--- src/shared/arc_defs.svh ---
`ifndef ARC_DEFS_SVH
`define ARC_DEFS_SVH
// register byte addresses
`define ARC_ADDR_MODE 8'h00
`define ARC_ADDR_IOCTL 8'h04
`define ARC_ADDR_STATUS 8'h08
`define ARC_ADDR_MAIN_DATA 8'h0C
`define ARC_ADDR_AUX_DATA 8'h10
`define ARC_ADDR_MAIN_OFS 8'h14
`define ARC_ADDR_MAIN_GAIN 8'h18
// mode register fields
`define ARC_MODE_MAIN_BIPOLAR 0
`define ARC_MODE_AUX_BIPOLAR 1
`define ARC_MODE_WORD24 2
`define ARC_MODE_AUX_RANGE 3
`define ARC_MODE_OSC_KEEP 4
// io control register fields
`define ARC_IOC_BURNOUT 0
`define ARC_IOC_EXC_A 1
`define ARC_IOC_EXC_B 2
`define ARC_IOC_EXC_ROUTE 3
`define ARC_IOC_EXC_PIN 4
// status register fields
`define ARC_ST_MAIN_RDY 0
`define ARC_ST_AUX_RDY 1
`define ARC_ST_MISSING_REF 2
`define ARC_ST_MAIN_ERR 3
`define ARC_ST_CAL_BUSY 4
// reset values
`define ARC_MODE_RST 5'h00
`define ARC_IOC_RST 5'h00
`define ARC_OFS_RST 24'h800000
`define ARC_GAIN_RST 24'h400000
// oscillator restart wait and pll rates
`define ARC_OSC_START_MS 300
`define ARC_CLK_HZ 100000000
`define ARC_PLL_HZ 4194304
`define ARC_XTAL_HZ 32768
`define ARC_OSC_START_CYC ((`ARC_OSC_START_MS * (`ARC_CLK_HZ / 1000)))
`endif

--- src/shared/arc_pkg.sv ---
package arc_pkg;
    // first member is the top bit: order follows the register map, bit 4 down to bit 0
    typedef struct packed {
        logic osc_keep;
        logic aux_range;
        logic word24;
        logic aux_bipolar;
        logic main_bipolar;
    } arc_mode_t;

    typedef struct packed {
        logic exc_pin;
        logic exc_route;
        logic exc_b;
        logic exc_a;
        logic burnout;
    } arc_ioctl_t;

    typedef struct packed {
        logic [23:0] code;
        logic valid;
    } arc_result_t;

    typedef enum logic [1:0] {
        ARC_CAL_IDLE = 2'b00,
        ARC_CAL_RUN = 2'b01,
        ARC_CAL_DONE = 2'b11
    } arc_cal_state_t;
endpackage

--- src/hdl/arc_ctrl.sv ---
`timescale 1ns/100ps
`include "arc_defs.svh"
// Summary of operation
// - unipolar codes are straight binary
// - main code scales by gain over 1.024 reference
// - aux gives 16-bit codes, gain 1 or 2
// - bipolar codes are offset binary
// - main bipolar code centred at half scale
// - aux bipolar code centred at two to fifteen
// - burnout bit drives both currents together
// - two excitation sources, separate or combined
// - converter clock from pll locked to crystal
// - keep-alive bit holds oscillator in power-down
// - low or open reference sets missing flag
// - missing reference forces results to all ones only in the calibration idle state
// - missing reference in calibration blocks coefficients, errors
// - reset returns all registers to defaults
// - reset drives ready high, ignores accesses
// - polarity bit changes coding only
module arc_ctrl #(
    parameter int MAIN_W = 24,
    parameter int AUX_W = 16,
    parameter int OSC_START_CYC = `ARC_OSC_START_CYC
) (
    input wire logic core_clk,
    input wire logic rst_b,
    input wire logic [7:0] reg_addr,
    input wire logic [31:0] reg_wdata,
    input wire logic reg_wr,
    input wire logic reg_rd,
    output logic [31:0] reg_rdata,
    input wire logic [MAIN_W-1:0] main_filt_word,
    input wire logic main_filt_valid,
    input wire logic [AUX_W-1:0] aux_filt_word,
    input wire logic aux_filt_valid,
    input wire logic ref_low_pin,
    input wire logic ref_open_pin,
    input wire logic pll_locked_pin,
    input wire logic cal_start,
    input wire logic cal_end,
    input wire logic [MAIN_W-1:0] cal_coef,
    input wire logic cal_is_gain,
    input wire logic power_down,
    output logic data_ready_b,
    output logic burnout_current_enable,
    output logic excitation_out_a,
    output logic excitation_out_b,
    output logic excitation_double,
    output logic oscillator_keep_alive,
    output logic aux_range_select,
    output logic osc_run,
    output logic conv_enable,
    output logic filter_clear
);
    // refused at elaboration: coder and register map assume these widths
    if (MAIN_W != 24 || AUX_W != 16) begin : g_bad_width
        $error("arc_ctrl supports 24-bit main and 16-bit aux only");
    end
    if (OSC_START_CYC < 1) begin : g_bad_wait
        $error("arc_ctrl oscillator wait must be at least one cycle");
    end

    localparam int OSC_W = $clog2(OSC_START_CYC + 1);
    localparam logic [OSC_W-1:0] OSC_LAST = OSC_W'(OSC_START_CYC);

    function automatic logic hit(input logic [7:0] a, input logic [7:0] off);
        hit = (a == off);
    endfunction

    arc_pkg::arc_mode_t mode_r;
    arc_pkg::arc_ioctl_t ioc_r;
    arc_pkg::arc_cal_state_t cal_st_r;
    arc_pkg::arc_cal_state_t cal_st_nxt;
    logic [MAIN_W-1:0] main_data_r;
    logic [AUX_W-1:0] aux_data_r;
    logic [MAIN_W-1:0] main_ofs_r;
    logic [MAIN_W-1:0] main_gain_r;
    logic main_rdy_r;
    logic aux_rdy_r;
    logic main_err_r;
    logic cal_bad_r;
    logic [31:0] reg_rdata_r;
    logic [2:0] ref_low_s_r;
    logic [2:0] ref_open_s_r;
    logic [2:0] lock_s_r;
    logic missing_r;
    logic [OSC_W-1:0] osc_cnt_r;
    logic osc_ok_r;
    logic [7:0] out_r;
    logic conv_en_r;
    logic filt_clr_r;

    // two-stage synchronisers; stage one feeds only stage two
    always_ff @(posedge core_clk or negedge rst_b) begin
        if (!rst_b) begin
            ref_low_s_r <= 3'h0;
            ref_open_s_r <= 3'h0;
            lock_s_r <= 3'h0;
        end else begin
            ref_low_s_r <= {ref_low_s_r[1:0], ref_low_pin};
            ref_open_s_r <= {ref_open_s_r[1:0], ref_open_pin};
            lock_s_r <= {lock_s_r[1:0], pll_locked_pin};
        end
    end

    wire ref_low_q = ref_low_s_r[1];
    wire ref_open_q = ref_open_s_r[1];
    wire pll_lock_q = lock_s_r[1];
    wire missing_nxt = ref_low_q | ref_open_q;

    // bus decode; the reset itself gates every access
    wire wr_mode = reg_wr & hit(reg_addr, `ARC_ADDR_MODE);
    wire wr_ioc = reg_wr & hit(reg_addr, `ARC_ADDR_IOCTL);
    wire rd_status = reg_rd & hit(reg_addr, `ARC_ADDR_STATUS);
    wire rd_main = reg_rd & hit(reg_addr, `ARC_ADDR_MAIN_DATA);
    wire rd_aux = reg_rd & hit(reg_addr, `ARC_ADDR_AUX_DATA);

    wire [4:0] status_w = {cal_st_r != arc_pkg::ARC_CAL_IDLE, main_err_r, missing_r,
        aux_rdy_r, main_rdy_r};

    logic [31:0] rd_mux;
    always_comb begin
        rd_mux = 32'h0000_0000;
        case (reg_addr)
            `ARC_ADDR_MODE: rd_mux = {27'h0, mode_r};
            `ARC_ADDR_IOCTL: rd_mux = {27'h0, ioc_r};
            `ARC_ADDR_STATUS: rd_mux = {27'h0, status_w};
            `ARC_ADDR_MAIN_DATA: rd_mux = {8'h00, main_data_r};
            `ARC_ADDR_AUX_DATA: rd_mux = {16'h0000, aux_data_r};
            `ARC_ADDR_MAIN_OFS: rd_mux = {8'h00, main_ofs_r};
            `ARC_ADDR_MAIN_GAIN: rd_mux = {8'h00, main_gain_r};
            default: rd_mux = 32'h0000_0000;
        endcase
    end

    // result coding with reference clamp
    wire [MAIN_W-1:0] main_code;
    wire [AUX_W-1:0] aux_code;
    wire clamp_on = missing_r & (cal_st_r == arc_pkg::ARC_CAL_IDLE);

    arc_coder #(.WIDTH(MAIN_W)) u_main_coder (
        .filt_word(main_filt_word),
        .bipolar(mode_r.main_bipolar),
        .word24(mode_r.word24),
        .clamp(clamp_on),
        .code(main_code)
    );

    arc_coder #(.WIDTH(AUX_W)) u_aux_coder (
        .filt_word(aux_filt_word),
        .bipolar(mode_r.aux_bipolar),
        .word24(1'b0),
        .clamp(clamp_on),
        .code(aux_code)
    );

    // calibration sequencing
    always_comb begin
        cal_st_nxt = cal_st_r;
        case (cal_st_r)
            arc_pkg::ARC_CAL_IDLE: if (cal_start) begin
                cal_st_nxt = arc_pkg::ARC_CAL_RUN;
            end
            arc_pkg::ARC_CAL_RUN: if (cal_end) begin
                cal_st_nxt = arc_pkg::ARC_CAL_DONE;
            end
            arc_pkg::ARC_CAL_DONE: cal_st_nxt = arc_pkg::ARC_CAL_IDLE;
            default: cal_st_nxt = arc_pkg::ARC_CAL_IDLE;
        endcase
    end

    wire in_cal = cal_st_r == arc_pkg::ARC_CAL_RUN;
    wire cal_fail = in_cal & (missing_r | cal_bad_r);
    wire coef_load = in_cal & cal_end & ~cal_fail;
    // a calibration start while error sets: set wins
    wire err_set = in_cal & cal_end & cal_fail;

    always_ff @(posedge core_clk or negedge rst_b) begin
        if (!rst_b) begin
            cal_st_r <= arc_pkg::ARC_CAL_IDLE;
            cal_bad_r <= 1'b0;
            main_err_r <= 1'b0;
            main_ofs_r <= `ARC_OFS_RST;
            main_gain_r <= `ARC_GAIN_RST;
        end else begin
            cal_st_r <= cal_st_nxt;
            cal_bad_r <= in_cal ? (cal_bad_r | missing_r) : 1'b0;
            if (err_set) begin
                main_err_r <= 1'b1;
            end else if (cal_start && cal_st_r == arc_pkg::ARC_CAL_IDLE) begin
                main_err_r <= 1'b0;
            end
            if (coef_load && !cal_is_gain) begin
                main_ofs_r <= cal_coef;
            end
            if (coef_load && cal_is_gain) begin
                main_gain_r <= cal_coef;
            end
        end
    end

    // control registers
    always_ff @(posedge core_clk or negedge rst_b) begin
        if (!rst_b) begin
            mode_r <= `ARC_MODE_RST;
            ioc_r <= `ARC_IOC_RST;
            missing_r <= 1'b0;
        end else begin
            if (wr_mode) begin
                mode_r <= reg_wdata[4:0];
            end
            if (wr_ioc) begin
                ioc_r <= reg_wdata[4:0];
            end
            missing_r <= missing_nxt;
        end
    end

    // results and ready flags; new result wins over read clear
    always_ff @(posedge core_clk or negedge rst_b) begin
        if (!rst_b) begin
            main_data_r <= '0;
            aux_data_r <= '0;
            main_rdy_r <= 1'b0;
            aux_rdy_r <= 1'b0;
            reg_rdata_r <= 32'h0000_0000;
        end else begin
            if (main_filt_valid && !in_cal) begin
                main_data_r <= main_code;
            end
            if (aux_filt_valid && !in_cal) begin
                aux_data_r <= aux_code;
            end
            main_rdy_r <= (main_filt_valid & ~in_cal) | (main_rdy_r & ~rd_main);
            aux_rdy_r <= (aux_filt_valid & ~in_cal) | (aux_rdy_r & ~rd_aux);
            reg_rdata_r <= reg_rd ? rd_mux : 32'h0000_0000;
        end
    end

    // oscillator restart wait after leaving power-down
    wire osc_stop = power_down & ~mode_r.osc_keep;
    always_ff @(posedge core_clk or negedge rst_b) begin
        if (!rst_b) begin
            osc_cnt_r <= '0;
            osc_ok_r <= 1'b0;
        end else if (osc_stop) begin
            osc_cnt_r <= '0;
            osc_ok_r <= 1'b0;
        end else if (!osc_ok_r) begin
            osc_cnt_r <= osc_cnt_r + OSC_W'(1);
            osc_ok_r <= osc_cnt_r == OSC_LAST - OSC_W'(1);
        end
    end

    // pins: burnout pair switched together, excitation routing
    wire exc_any = ioc_r.exc_a | ioc_r.exc_b;
    wire [7:0] out_nxt = {
        ioc_r.burnout,
        ioc_r.exc_route ? (exc_any & ~ioc_r.exc_pin) : ioc_r.exc_a,
        ioc_r.exc_route ? (exc_any & ioc_r.exc_pin) : ioc_r.exc_b,
        ioc_r.exc_route & ioc_r.exc_a & ioc_r.exc_b,
        mode_r.osc_keep,
        mode_r.aux_range,
        ~osc_stop,
        1'b0
    };

    always_ff @(posedge core_clk or negedge rst_b) begin
        if (!rst_b) begin
            out_r <= 8'h00;
            conv_en_r <= 1'b0;
            filt_clr_r <= 1'b1;
            data_ready_b <= 1'b1;
        end else begin
            out_r <= out_nxt;
            // conversions run only on a locked pll and a settled crystal
            conv_en_r <= pll_lock_q & osc_ok_r & ~power_down;
            filt_clr_r <= 1'b0;
            data_ready_b <= ~(main_rdy_r | aux_rdy_r) | power_down;
        end
    end

    assign reg_rdata = reg_rdata_r;
    assign burnout_current_enable = out_r[7];
    assign excitation_out_a = out_r[6];
    assign excitation_out_b = out_r[5];
    assign excitation_double = out_r[4];
    assign oscillator_keep_alive = out_r[3];
    assign aux_range_select = out_r[2];
    assign osc_run = out_r[1];
    assign conv_enable = conv_en_r;
    assign filter_clear = filt_clr_r;
    wire unused_ok = &{1'b0, out_r[0], rd_status};
endmodule

--- src/hdl/arc_coder.sv ---
`timescale 1ns/100ps
`include "arc_defs.svh"
// codes a signed filter word into the output format of one converter
module arc_coder #(
    parameter int WIDTH = 24
) (
    input wire logic [WIDTH-1:0] filt_word,
    input wire logic bipolar,
    input wire logic word24,
    input wire logic clamp,
    output logic [WIDTH-1:0] code
);
    if (WIDTH != 24 && WIDTH != 16) begin : g_bad_width
        $error("arc_coder width must be 16 or 24");
    end

    // filter word is two's complement in bipolar, magnitude in unipolar
    wire [WIDTH-1:0] offset_bin = {~filt_word[WIDTH-1], filt_word[WIDTH-2:0]};
    wire [WIDTH-1:0] straight = filt_word;
    // coding only, no change to conditioning
    wire [WIDTH-1:0] coded = bipolar ? offset_bin : straight;
    // in 16-bit word mode the active code sits in the low half
    wire [WIDTH-1:0] narrow = (WIDTH == 24) ? WIDTH'({8'h00, coded[WIDTH-1 -: 16]}) : coded;
    wire [WIDTH-1:0] ones_w = (WIDTH == 24 && !word24) ? WIDTH'({8'h00, 16'hFFFF}) : '1;
    assign code = clamp ? ones_w : ((WIDTH == 24 && !word24) ? narrow : coded);
endmodule

--- config.mk ---
export PLATFORM = sky130hd
export DESIGN_NAME = arc_ctrl
export DESIGN_NICKNAME = d
export VERILOG_FILES = /design/src/shared/arc_pkg.sv /design/src/hdl/arc_ctrl.sv /design/src/hdl/arc_coder.sv
export VERILOG_INCLUDE_DIRS = /design/src /design/src/shared
export SDC_FILE = /design/constraint.sdc
export NUM_CORES = 1
export LEC_CHECK = 0
export ABC_CLOCK_PERIOD_IN_PS = 2000
export BUFFER_PORTS_ARGS = -buffer_cell sky130_fd_sc_hd__buf_2
export CAP_MARGIN = 20
export CELL_PAD_IN_SITES_DETAIL_PLACEMENT = 1
export CELL_PAD_IN_SITES_GLOBAL_PLACEMENT = 1
export CORE_MARGIN = 4
export CORE_UTILIZATION = 43
export CTS_CLUSTER_DIAMETER = 120
export DETAILED_ROUTE_END_ITERATION = 8
export MAX_ROUTING_LAYER = met4
export PLACE_DENSITY_LB_ADDON = 0.15
export SYNTH_ARGS = -nofsm -noshare
export SYNTH_HDL_FRONTEND = slang
export SYNTH_SLANG_ARGS = --single-unit
--- constraint.sdc ---
create_clock -name core_clk -period 2 [get_ports core_clk]
set_clock_uncertainty 0.1 [all_clocks]
set_input_delay 0.4 -clock core_clk [delete_from_list [all_inputs] [get_ports core_clk]]
set_output_delay 0.4 -clock core_clk [all_outputs]
set_load 0.01 [all_outputs]
* Word level (Yosys, flattened, before mapping)
Cells that the tools add are included. Widths: inputs -> output; s select.
Operators by class: add/sub/neg operators 1, eq/ne operators 11, mux-type cells 20, bitwise gates (word level) 38, reduce and logical (&&, ||, !) cells 12
Operators with widths (count):
- $pmux 24 s7 | 1
- $mux 24 | 4
- $mux 25 | 2
- $mux 16 | 2
- $mux 32 | 1
- $add 25x1->25 const B | 1
- $eq 25x25->1 const B | 1
- $eq 8x5->1 const B | 3
- $and 1x1->1 | 20
- $eq 8x4->1 const B | 2
- $not 1->1 | 11
- $eq 8x3->1 const B | 1
- $logic_not 8->1 | 1
- $mux 1 | 7
- $or 1x1->1 | 7
- $logic_and 1x1->1 | 5
- $mux 2 | 2
- $ne 2x2->1 const B | 2
- $pmux 2 s2 | 1
- $reduce_bool 2->1 | 2
- $eq 2x1->1 const B | 1
- $logic_not 1->1 | 2
- $logic_not 2->1 | 1
- $ne 2x1->1 const B | 1
- $reduce_and 2->1 | 1
Storage, ports and cells: bits in registers 179, bits of input ports 117, output and inout port bits 42, word-level logic and storage cells 112

* Depth between registers and ports, before layout
depth after elaboration 5, gate-level depth with buffers 7

* Cells and area by module
From an unflattened synthesis, not the netlist that was laid out.
Unflattened totals: cell total of the unflattened synthesis 647, area total of the unflattened synthesis 7773.7 um^2
Modules (own cells, without submodules):
- arc_ctrl | times used 1, cells an instance 581, area an instance 7303.3 um^2
- arc_coder at u_main_coder | times used 1, cells an instance 48, area an instance 350.3 um^2
- arc_coder at u_aux_coder | times used 1, cells an instance 18, area an instance 120.1 um^2

* Least setup slack after synthesis
Ideal clock, no wire load.
path kind input to register, from input reg_addr[5], to register mode_r[0] in the netlist's numbering, library setup time 0.125 ns, arrival 1.579 ns, slack 0.196 ns, cell stages on the path 5, path buffers 1, path through or3_1 > nor3_1 > and3_1 > buf_2 > mux2_2
Between the ends: word-level cells in the longest chain between the ends 2
Ends and longest elaborated chain:
- start, declared | line arc_ctrl.sv:27 | input wire logic [7:0] reg_addr,
- $logic_not 8->1 | line arc_ctrl.sv:67 | hit = (a == off);
- $and 1x1->1 | line arc_ctrl.sv:112 | wire wr_mode = reg_wr & hit(reg_addr, `ARC_ADDR_MODE);
- end signal, assigned | line arc_ctrl.sv:205 | mode_r <= `ARC_MODE_RST;
- end signal, assigned | line arc_ctrl.sv:210 | mode_r <= reg_wdata[4:0];
- end, declared | line arc_ctrl.sv:70 | arc_pkg::arc_mode_t mode_r;
Every way passes these cells. A chain may end at the register's enable or synchronous reset.

* Worst setup path after layout
from register osc_cnt_r[8], to register osc_cnt_r[21]
Between the ends: word-level cells in the longest chain between the ends 3
Ends and longest elaborated chain:
- start, declared | line arc_ctrl.sv:87 | logic [OSC_W-1:0] osc_cnt_r;
- start signal, assigned | line arc_ctrl.sv:250 | osc_cnt_r <= osc_cnt_r + OSC_W'(1);
- $add 25x1->25 | line arc_ctrl.sv:250
- $mux 25 | line arc_ctrl.sv:249 | end else if (!osc_ok_r) begin
- $mux 25 | line arc_ctrl.sv:246 | end else if (osc_stop) begin
Every way passes these cells. The select of a mux whose other input is x is not followed.

==> results.sh <==
export IMPL_synth_compound_area_share_pct=12.8
export IMPL_grt_pass1_wl_um=34700
export IMPL_cp_start_kind="register"
export IMPL_vdd_drop_max_uv=633
export IMPL_port_buffers=123
export IMPL_die_w_um=140
export IMPL_critPathMaxFanout=6
export IMPL_synth_top_family_by_area="multiplexers"
export IMPL_grt_most_used_layer="met2"
export IMPL_finalSetupViolCount=0
export IMPL_status="finished, final reports clean"
export IMPL_muxShareOfSynthArea_pct=13.2
export IMPL_clk_pin_slew_ps=60
export IMPL_yosysTopAreaCell="dfrtp_1"
export IMPL_core_area_sq_um=17200
export IMPL_ys_seq_elements=171
export IMPL_synth_cell_types=61
export IMPL_fin_util_pct=53.8
export IMPL_synth_xor_area_share_pct=1.40
export IMPL_drv_cap=0
export IMPL_antenna_found_initial=0
export IMPL_hp_class="in2reg"
export IMPL_rows=48
export IMPL_synth_fa_ha_area_share_pct=0.167
export IMPL_hold_viol_final=0
export IMPL_io_pins=159
export IMPL_cts_tree="yes"
export IMPL_rsz0062_at_grt="no"
export IMPL_avgViaCountPerCell=5.55
export IMPL_final_antenna_net_count=0
export IMPL_synthesis_yosys_warnings=0
export IMPL_insertedDiodeCount=0
export IMPL_async_reset_ff_share_pct=100
export IMPL_synth_edf_count=0
export IMPL_drt_total_wl_um=21400
export IMPL_yosysTopAreaCellShare_pct=55.7
export IMPL_die_h_um=140
export IMPL_start_util_pct=43.6
export IMPL_track_usage_pct=23.2
export IMPL_synth_common_cells="167 x dfrtp_1, 57 x mux2_2, 50 x nor2_1"
export IMPL_synth_flop_cell="dfrtp_1"
export IMPL_endpoint_kind="register"
export IMPL_critical_path_class="reg2reg"
export IMPL_netlist_area_sq_um=7500
export IMPL_crit_arrival_ps=2120
export IMPL_maxSlewViolCount=0
export IMPL_fin_ws_ps=124
export IMPL_dieArea_sq_um=19600
export IMPL_syn_to_final_growth_pct=23.3
export IMPL_grt_max_degree=40
export IMPL_clock_latency_ps=430
export IMPL_final_layout_size_suffix_gt1_share_pct=35.2
export IMPL_drt_iter0_markers=300
export IMPL_fin_nets=897
export IMPL_period_share_pct=93.8
export IMPL_gp_congestion=0.808
export IMPL_htreeDepth=4
export IMPL_wl_per_cell_um=21.0
export IMPL_p_per_area_nw_per_um2=1030
export IMPL_vias=5645
export IMPL_max_freq_mhz=533
export IMPL_avgSynthCellArea_sq_um=11.8
export IMPL_grt_util_met1_pct=29.7
export IMPL_post_dp_hpwl_um=15400
export IMPL_cts_sinks=171
export IMPL_ctsRootBufferMaster="clkbuf_16"
export IMPL_synth_most_common_cell="dfrtp_1"
export IMPL_grt_ovfl_total=0
export IMPL_period_needed_ps=1880
export IMPL_grt_use_met3_pct=4.17
export IMPL_relSlewSlack_pct=54.5
export IMPL_firstDrtPassIters=4
export IMPL_clk_path_buf_depth=2
export IMPL_pre_cts_ws_ps=-61.9
export IMPL_grt_pass1_vias=6286
export IMPL_synth_seq_area_share_pct=57.1
export IMPL_synth_simple_area_share_pct=11.8
export IMPL_met2_usage_pct=38.3
export IMPL_drc=0
export IMPL_synth_area_leaders="dfrtp_1 56%, mux2_2 8.6%, a21oi_1 3.1%, mux2i_1 2.9%, nor2_1 2.5%"
export IMPL_leakagePower_nw=4.13
export IMPL_synthCells=633
export IMPL_required_ps=2250
export IMPL_cts_buffers_inserted=17
export IMPL_max_slew_worst_pin_slew_ps=682
[power by group]
group / switching, mW / leakage, nW / total, mW / internal [mW]
Clock: 1.40 / 0.292 / 3.44 / 2.04
Combinational: 0.664 / 1.69 / 1.44 / 0.779
Sequential: 0.448 / 2.15 / 4.63 / 4.18
Total: 2.51 / 4.13 / 9.52 / 7.00
[critical path: stages (launching register included)]
cell     delay, ps
dfrtp_1        480
and4_2         370
nand4_1        250
or3_1          430
a21oi_1        170
[layout make-up]
| type | instances | area, sq um |
|---|---|---|
| inverters | 6 | 22.5 |
| multi-input cells | 420 | 3000 |
| flip-flops and latches | 171 | 4290 |
| clock inverters | 13 | 165 |
| well taps | 225 | 282 |
| clock buffers | 19 | 453 |
| repair buffers | 163 | 1030 |
| fillers | 1881 | 7940 |
[layer usage]
metal | vias to the layer above | wire length [um]
met5 | - | 0
met1 | 2926 | 9100
li1 | 2571 | -
met4 | 0 | 361
met3 | 24 | 815
met2 | 124 | 11100
[kinds of logic (layout without fill, tap and decap cells)]
group,count (synthesis),after routing
AO/OA/AOI/OAI,144,144
XOR/XNOR,12,12
adder cells (fa/ha/maj),1,1
buffers and inverters,50,201
flip-flops,171,171
multiplexers,85,85
other,1,9
AND/OR/NAND/NOR,169,169
[placed cells by master, fill, tap and decap left out, drive strengths merged, types with 19 or more instances in the layout]
cell type,instances
dfrtp,167
buf,159
nand2,36
a21oi,46
clkbuf,19
o21ai,26
mux2,58
mux2i,22
nor2,51
[per-stage QoR]
step           setup TNS (ps)  hold WS, ps  cell area (sq um)  power, mW  std cells
3_5_place_dp             -817          246               8570       6.13        981
5_1_grt                     0         59.9               9240       10.0       1017
6_report                    0         57.8               9240       9.52       1017
4_1_cts                     0         53.5               9240       9.61       1017
3_3_place_gp             -102          233               8570       5.98        981
2_1_floorplan               0         4.41               7530       5.49        641
[worst paths after layout]
kind	start	to	slack, ps	cells after the start
worst max-delay path	osc_cnt_r[8]$_DFFE_PN0P_	osc_cnt_r[21]$_DFFE_PN0P_	120	4
worst min-delay path	power_down	conv_enable$_DFF_PN0_	60	2
worst max register to register	osc_cnt_r[8]$_DFFE_PN0P_	osc_cnt_r[21]$_DFFE_PN0P_	120	4
worst min register to register	ref_open_s_r[0]$_DFF_PN0_	ref_open_s_r[1]$_DFF_PN0_	260	0
max in group asynchronous	rst_b	main_ofs_r[23]$_DFFE_PN1P_	830	3
min in group asynchronous	rst_b	reg_rdata[12]$_DFF_PN0_	370	2
[flip-flops by register name (all words and copies together), names as in the netlist, 2 cells and up]
register and cells:
main_data_r 24, out_r 7, aux_data_r 16, cal_st_r 2, osc_cnt_r 25, ioc_r 5
mode_r 5, main_gain_r 24, main_ofs_r 24, reg_rdata 24, ref_low_s_r 2, ref_open_s_r 2
lock_s_r 2
[timing repair]
| action | 4_1_cts | 5_1_grt |
|---|---|---|
| setup buffers | 0 | 0 |
| setup endpoints to repair | 17 | 3 |
| cloned | 0 | 0 |
| resized for setup | 2 | 3 |
| hold endpoints to repair | 37 | 0 |
| hold buffers | 4 | 0 |
(Power assumes the default switching activity.)
